File: src/acb_pkg.sv
/*
  package for the control byte decoder: field positions, mode codes, reset values.
  assumes a single system clock domain; serial pins are synchronised in the decoder.
*/
package acb_pkg;
  localparam int ACB_BYTE_W = 8;
  localparam int ACB_START_BIT = 7;
  localparam int ACB_SEL_HI_BIT = 6;
  localparam int ACB_SEL_LO_BIT = 4;
  localparam int ACB_POL_BIT = 3;
  localparam int ACB_CFG_BIT = 2;
  localparam int ACB_MODE_HI_BIT = 1;
  localparam int ACB_MODE_LO_BIT = 0;
  localparam logic [2:0] ACB_CHAN_RST = 3'h0;
  localparam logic ACB_POL_RST = 1'h1;
  localparam logic ACB_CFG_RST = 1'h1;
  localparam logic [3:0] ACB_CNT_LAST = 4'h7;
  localparam logic ACB_CS_N_RST = 1'h1;
  localparam logic ACB_SCLK_RST = 1'h0;
  localparam logic ACB_DIN_RST = 1'h0;
  typedef enum logic [1:0] {
    ACB_MODE_FULL_PD = 2'b00,
    ACB_MODE_FAST_PD = 2'b01,
    ACB_MODE_INT_CLK = 2'b10,
    ACB_MODE_EXT_CLK = 2'b11
  } acb_mode_type;
  localparam acb_mode_type ACB_MODE_RST = ACB_MODE_FULL_PD;
endpackage

File: src/acb_decoder.sv
/*
  serial control byte decoder: hunts for a start bit, shifts the seven bits after it, latches fields.
  assumes chip select, serial clock and data come from pins (asynchronous) and the
  serial clock is well below clk_sys / 4 so every edge is seen after synchronising.
  a byte cut short by chip select rising is dropped; the fields keep the last full byte.
*/
// Summary of operation
// - first one after chip select falls is the byte's most significant bit
// - bits six to four pick one of eight channels; host supplies the code
// - bit three: one unipolar, zero bipolar
// - bits one, zero: full power-down, fast power-down, internal or external clock
// - input configuration bit one means single-ended, zero differential
// - leading zeros before the start bit are ignored while chip select low
// - results are straight binary if unipolar, twos complement if bipolar
`timescale 1ns/1ps
module acb_decoder (
  input wire logic clk_sys,
  input wire logic sys_rst,
  input wire logic cs_n,
  input wire logic sclk,
  input wire logic sdin,
  output logic [2:0] chan_sel,
  output logic chan_sel_hi,
  output logic chan_sel_mid,
  output logic chan_sel_lo,
  output logic polarity_select,
  output logic input_config_select,
  output logic mode_select_hi,
  output logic mode_select_lo,
  output acb_pkg::acb_mode_type mode,
  output logic result_twos_comp,
  output logic byte_valid
);
  import acb_pkg::*;

  typedef enum logic [0:0] {
    ACB_ST_HUNT = 1'b0,
    ACB_ST_SHIFT = 1'b1
  } acb_state_type;

  // pins cross into clk_sys here; decoding reads only the second flop of each
  logic cs_n_s;
  logic sclk_s;
  logic din_s;

  acb_sync #(
    .RESET_LEVEL(ACB_CS_N_RST)
  ) u_sync_cs (
    .clk_sys(clk_sys),
    .sys_rst(sys_rst),
    .pin_async(cs_n),
    .pin_sync(cs_n_s)
  );

  acb_sync #(
    .RESET_LEVEL(ACB_SCLK_RST)
  ) u_sync_sclk (
    .clk_sys(clk_sys),
    .sys_rst(sys_rst),
    .pin_async(sclk),
    .pin_sync(sclk_s)
  );

  acb_sync #(
    .RESET_LEVEL(ACB_DIN_RST)
  ) u_sync_din (
    .clk_sys(clk_sys),
    .sys_rst(sys_rst),
    .pin_async(sdin),
    .pin_sync(din_s)
  );

  // edge detect resets to the idle-low pin level, so reset makes no false edge
  logic sclk_prev_r, sclk_prev_nxt;
  logic sclk_rise;

  always_comb begin
    sclk_prev_nxt = sclk_s;
  end

  always_ff @(posedge clk_sys) begin
    if (sys_rst) begin
      sclk_prev_r <= ACB_SCLK_RST;
    end else begin
      sclk_prev_r <= sclk_prev_nxt;
    end
  end

  assign sclk_rise = sclk_s & ~sclk_prev_r;

  acb_state_type state_r, state_nxt;
  logic [ACB_BYTE_W-2:0] shift_r, shift_nxt;
  logic [3:0] cnt_r, cnt_nxt;
  logic [2:0] chan_r, chan_nxt;
  logic pol_r, pol_nxt;
  logic cfg_r, cfg_nxt;
  acb_mode_type mode_r, mode_nxt;
  logic valid_r, valid_nxt;
  logic twos_r, twos_nxt;
  logic [ACB_BYTE_W-1:0] full_byte;

  always_comb begin
    state_nxt = state_r;
    shift_nxt = shift_r;
    cnt_nxt = cnt_r;
    chan_nxt = chan_r;
    pol_nxt = pol_r;
    cfg_nxt = cfg_r;
    mode_nxt = mode_r;
    valid_nxt = 1'b0;
    full_byte = {1'b1, shift_r};
    if (cs_n_s) begin
      // chip select high aborts a partial byte; no data clocked in
      state_nxt = ACB_ST_HUNT;
      cnt_nxt = 4'h0;
    end else if (sclk_rise) begin
      unique case (state_r)
        ACB_ST_HUNT: begin
          if (din_s) begin
            state_nxt = ACB_ST_SHIFT;
            cnt_nxt = 4'h1;
            shift_nxt = '0;
          end
        end
        ACB_ST_SHIFT: begin
          shift_nxt = {shift_r[ACB_BYTE_W-3:0], din_s};
          full_byte = {1'b1, shift_nxt};
          cnt_nxt = cnt_r + 4'h1;
          if (cnt_r == ACB_CNT_LAST) begin
            chan_nxt = full_byte[ACB_SEL_HI_BIT:ACB_SEL_LO_BIT];
            pol_nxt = full_byte[ACB_POL_BIT];
            cfg_nxt = full_byte[ACB_CFG_BIT];
            mode_nxt = acb_mode_type'(full_byte[ACB_MODE_HI_BIT:ACB_MODE_LO_BIT]);
            // one-cycle pulse; the fields then stand until the next full byte
            valid_nxt = 1'b1;
            state_nxt = ACB_ST_HUNT;
            cnt_nxt = 4'h0;
          end
        end
      endcase
    end
    twos_nxt = ~pol_nxt;
  end

  always_ff @(posedge clk_sys) begin
    if (sys_rst) begin
      state_r <= ACB_ST_HUNT;
      shift_r <= '0;
      cnt_r <= 4'h0;
      chan_r <= ACB_CHAN_RST;
      pol_r <= ACB_POL_RST;
      cfg_r <= ACB_CFG_RST;
      mode_r <= ACB_MODE_RST;
      valid_r <= 1'b0;
      twos_r <= ~ACB_POL_RST;
    end else begin
      state_r <= state_nxt;
      shift_r <= shift_nxt;
      cnt_r <= cnt_nxt;
      chan_r <= chan_nxt;
      pol_r <= pol_nxt;
      cfg_r <= cfg_nxt;
      mode_r <= mode_nxt;
      valid_r <= valid_nxt;
      twos_r <= twos_nxt;
    end
  end

  assign chan_sel = chan_r;
  assign chan_sel_hi = chan_r[2];
  assign chan_sel_mid = chan_r[1];
  assign chan_sel_lo = chan_r[0];
  assign polarity_select = pol_r;
  assign input_config_select = cfg_r;
  assign mode_select_hi = mode_r[1];
  assign mode_select_lo = mode_r[0];
  assign mode = mode_r;
  assign result_twos_comp = twos_r;
  assign byte_valid = valid_r;
endmodule

// two-flop synchroniser for one pin; the reset level is the pin's idle level
module acb_sync #(
  parameter logic RESET_LEVEL = 1'b0
) (
  input wire logic clk_sys,
  input wire logic sys_rst,
  input wire logic pin_async,
  output logic pin_sync
);
  import acb_pkg::*;

  logic stage1_r, stage1_nxt;
  logic stage2_r, stage2_nxt;

  // stage one feeds stage two only: it may still be settling
  always_comb begin
    stage1_nxt = pin_async;
    stage2_nxt = stage1_r;
  end

  always_ff @(posedge clk_sys) begin
    if (sys_rst) begin
      stage1_r <= RESET_LEVEL;
      stage2_r <= RESET_LEVEL;
    end else begin
      stage1_r <= stage1_nxt;
      stage2_r <= stage2_nxt;
    end
  end

  assign pin_sync = stage2_r;
endmodule

File: config.mk
export PLATFORM = sky130hd
export DESIGN_NAME = acb_decoder
export DESIGN_NICKNAME = d
export VERILOG_FILES = /design/src/acb_pkg.sv /design/src/acb_decoder.sv
export SDC_FILE = /design/constraint.sdc
export NUM_CORES = 1
export LEC_CHECK = 0
export ABC_AREA = 1
export BUFFER_PORTS_ARGS = -buffer_cell sky130_fd_sc_hd__buf_2
export CAP_MARGIN = 20
export CORE_MARGIN = 1
export CORE_UTILIZATION = 55
export DETAILED_ROUTE_END_ITERATION = 6
export GPL_ROUTABILITY_DRIVEN = 0
export PLACE_DENSITY = 0.8
export SLEW_MARGIN = 15
export SYNTH_ARGS = -nofsm -noshare
export SYNTH_HDL_FRONTEND = slang
export SYNTH_HIERARCHICAL = 1
export SYNTH_SLANG_ARGS = --single-unit
File: constraint.sdc
create_clock -name clk_sys -period 2.5 [get_ports clk_sys]
set_input_delay 0.25 -clock clk_sys [delete_from_list [all_inputs] [get_ports clk_sys]]
set_output_delay 0.25 -clock clk_sys [all_outputs]
set_load 0.01 [all_outputs]
# After elaboration in Yosys (flattened, before gate mapping)
# Cells that the tools add are included.
# W data, S select, Z words.
totals:
  register_bits: 27
  out_inout_bits: 14
  wordCells: 43
op_classes:
  add_sub_neg: 1
  eq_ne: 2
  mux: 13
  bitwise_logic: 6
  n_reduce_logical: 5
ops:
  columns: ["operator", "n"]
  rows:
  - ["$pmux W6 S2", 1]
  - ["$mux W4", 2]
  - ["$pmux W4 S2", 1]
  - ["$mux W1", 7]
  - ["$mux W6", 1]
  - ["$not A1 Y1", 5]
  - ["$add A4 B1 Y4 const B", 1]
  - ["$eq A4 B3 Y1 const B", 1]
  - ["$reduce_and A4 Y1", 1]
  - ["$reduce_or A4 Y1", 1]
  - ["$reduce_and A3 Y1", 1]
  - ["$ne A2 B1 Y1 const B", 1]
  - ["$pmux W1 S2", 1]
  - ["$reduce_and A2 Y1", 1]
  - ["$reduce_or A2 Y1", 1]
  - ["$and A1 B1 Y1", 1]

# Logic depth before layout (Yosys ltp)
depth:
  depth_word: 6
  depth_mapped: 8
  ltp_nobuf: 7

# Modules after synthesis
# The synthesis kept the hierarchy.
modules_own_cells:
  columns: ["mod", "n_inst", "cells_per_inst", "area_each_um2", "seq_area_each_um2"]
  rows:
  - ["acb_decoder", 1, 146, 1076.0, 420.4]
  - ["acb_sync at u_sync_din ...", 2, 6, 55.1, 40.0]
  - ["acb_sync at u_sync_cs", 1, 7, 58.8, 40.0]

# Worst setup path after synthesis
# Ideal clock, no wire load.
synth_timing:
  path_type: "flip-flop to flip-flop"
  start: "register cnt_r[0]"
  end: "register cfg_r (netlist: input_config_select)"
  arrival_ns: 1.003
  setup_slack_ns: 1.375
  path_stages_with_launch: 7
  cell_sequence: "dfxtp_1 > ha_1 > nand2_2 > nor2_8 > nand3_4 > nand2_1 > nand3_1"
synth_between:
  elab_chain_cells: 2
synth_rtl:
  columns: ["item", "line_no", "source"]
  rows:
  - ["from (decl)", "acb_decoder.sv:93", "logic [3:0] cnt_r, cnt_nxt;"]
  - ["from (signal assigned)", "acb_decoder.sv:159", "cnt_r <= cnt_nxt;"]
  - ["$eq A4 B3 Y1", "acb_decoder.sv:129", "if (cnt_r == ACB_CNT_LAST) begin"]
  - ["$reduce_and A4 Y1 (no line)", null, null]
  - ["to (signal assigned)", "acb_decoder.sv:162", "cfg_r <= cfg_nxt;"]
  - ["to (decl)", "acb_decoder.sv:96", "logic cfg_r, cfg_nxt;"]
# No other way between the ends.
# A chain may end at the register's enable or synchronous reset.

# Worst setup path after layout
# Same ends and word-level chain as after synthesis.

==> impl_metrics.env <==
export IMPL_skew_ns=0.00429
export IMPL_cts_resized_gates=0
export IMPL_cts_setup_buffers=0
export IMPL_area_delta_synth_final_pct=7.84
export IMPL_synth_async_sr_flop_share=0
export IMPL_p_seq_frac=0.677
export IMPL_cts_root_buf="clkbuf_4"
export IMPL_worst_slew_pin_slew_ns=0.409
export IMPL_numClockSinks=27
export IMPL_start_util=0.610
export IMPL_seq_area_frac_synth=0.434
export IMPL_finalHoldViolCount=0
export IMPL_wl_um=2050
export IMPL_max_freq_mhz=769
export IMPL_cts_htree_levels=1
export IMPL_core_rowCount=16
export IMPL_port_buffers=18
export IMPL_insertion_delay_ns=0.32
export IMPL_grtUsageTotal=0.192
export IMPL_die_w_um=49.6
export IMPL_crit_required_ns=2.71
export IMPL_slew_violations=0
export IMPL_crit_path_end_kind="flop"
export IMPL_antenna_left=0
export IMPL_holdWs_ns=0.0884
export IMPL_p_per_area_nw_per_um2=483
export IMPL_synth_main_ff_cell="dfxtp_1"
export IMPL_period_share=0.520
export IMPL_finalSetupViolCount=0
export IMPL_rsz0062_at_grt="false"
export IMPL_die_area_um2=2460
export IMPL_finalCriticalPeriod_ns=1.30
export IMPL_antenna_found_initial=0
export IMPL_numCtsBuffers=3
export IMPL_cp_start_kind="flop"
export IMPL_switching_share=0.223
export IMPL_dr_pass1_iters=4
export IMPL_grt_max_degree=16
export IMPL_syn_cell_area_um2=1240
export IMPL_critPathMaxFanout=9
export IMPL_comb_power_share=0.041
export IMPL_reg2reg_depth=6
export IMPL_hp_class="primary input to flop"
export IMPL_clkPwrFrac=0.282
export IMPL_netlist_instances=165
export IMPL_drt_iter0_drc=12
export IMPL_avgSynthCellArea_um2=7.55
export IMPL_synth_edf_count=0
export IMPL_clock_path_buffers=2
export IMPL_internal_power_w=0.000504
export IMPL_clkTransAtPathRegs_ns=0.14
export IMPL_drv_cap=0
export IMPL_io_pins=19
export IMPL_path_class="flop to flop"
export IMPL_setup_tns_ns=0
export IMPL_grt_pass1_vias=925
export IMPL_arrival_ns=1.51
export IMPL_routedWlPerCell_um=9.89
export IMPL_drive_above_1_share=0.217
export IMPL_ys_ff_latch=27
export IMPL_num_antenna_cells=0
export IMPL_outcome="finished, final reports clean"
export IMPL_grt_pass1_wl_um=3640
export IMPL_vias_per_cell=4.81
export IMPL_cts_tree="built"
export IMPL_ir_drop_mv=0.374
export IMPL_maxSlewHeadroom=0.727
export IMPL_yosys_warnings=6
export IMPL_layout_common_cells="nand2_1, inv_1, dfxtp_1"
export IMPL_hpwl_um=1590
export IMPL_cts_hold_buf=0
export IMPL_grt_overflow_total=0
export IMPL_syn_nets=171
export IMPL_layout_commonest_cell="nand2_1"
export IMPL_min_path_cells=3
export IMPL_route_vias_total=996
export IMPL_yosys_cell_types_count=25
export IMPL_leakagePower_nw=0.697
export IMPL_core_region_area_um2=2040
export IMPL_switchingPower_w=0.000144
export IMPL_die_height_um=49.6
export IMPL_drc=0
export IMPL_fin_nets=187
final timing paths:
kind	startpoint	to	slack [ns]
min	cs_n	u_sync_cs/stage1_r$_SDFF_PP1_	0.09
max	cnt_r[0]$_SDFFE_PP0P_	input_config_select$_SDFFE_PP1P_	1.20
min reg2reg	u_sync_sclk/stage1_r$_SDFF_PP0_	u_sync_sclk/pin_sync$_SDFF_PP0_	0.41
max reg2reg	cnt_r[0]$_SDFFE_PP0P_	input_config_select$_SDFFE_PP1P_	1.20
kinds of logic after synthesis:
logic type / share of synthesized area
adder cells (fa/ha/maj): 0.0100
AND/OR/NAND/NOR: 0.354
AO/OA/AOI/OAI: 0.0462
flip-flops: 0.434
XOR/XNOR: 0.00704
buffers and inverters: 0.149
registers in the layout, indices dropped and copies added, names as in the netlist, 2 cells and up, named ones only:
signal and flops:
cnt_r 4, shift_r 6, mode 2, chan_sel 3
area by class of cell:
cell class | instances | area (µm²)
Clock buffer | 3 | 22.5
Clock inverter | 1 | 5.00
Fill cell | 197 | 699
Inverter | 34 | 131
Multi-Input combinational cell | 97 | 519
Sequential cell | 27 | 541
Tap cell | 27 | 33.8
Timing Repair Buffer | 18 | 90.1
per-stage QoR:
stage               cell area [µm²]  worst slack (ns)  total power [W]  cells   util
finish                         1340              1.20         0.000648    207  0.657
global route                   1340              1.11         0.000684    207  0.657
CTS                            1340              1.19         0.000659    207  0.657
detailed placement             1320              1.22         0.000475    203  0.644
global placement               1320              1.24         0.000474    203  0.644
floorplan                      1240              1.38         0.000467    165      -
Yosys cell counts, types with 2 or more instances:
master	count	share of area
a21oi_1	5	0.020
buf_4	5	0.030
dfxtp_1	27	0.43
inv_1	30	0.090
inv_2	2	0.0060
nand2_1	36	0.11
nand2_2	4	0.020
nand3_1	9	0.036
nand3_4	2	0.028
nand4_1	5	0.025
nor2_1	20	0.060
nor2_2	2	0.010
nor2_4	2	0.018
nor2_8	2	0.032
o21ai_0	4	0.016
power by group through the flow:
stage                     clock [W]  sequential, W  combinational (W)
after global placement            0       0.000448          0.0000259
after CTS                  0.000193       0.000439          0.0000271
after global routing       0.000215       0.000440          0.0000299
final                      0.000183       0.000439          0.0000267
after detailed placement          0       0.000448          0.0000270
after floorplan                   0       0.000448          0.0000191
worst max-delay path, cell delays in order (launching register included):
cell     delay (ns)
dfxtp_1        0.41
ha_1           0.23
nand2_2        0.12
nor2_8         0.18
nand3_4        0.12
nand2_1        0.07
nand3_1        0.07
per-layer routing:
metal / vias to the layer above / GRT usage / part of all wire
met2: 32 / 0.329 / 0.44
met1: 430 / 0.213 / 0.47
met3: 11 / 0.0370 / 0.038
met4: 0 / 0.129 / 0.044
li1: 523 / - / -
met5: - / 0 / 0
Note: power is estimated with default switching activity, not from simulation.
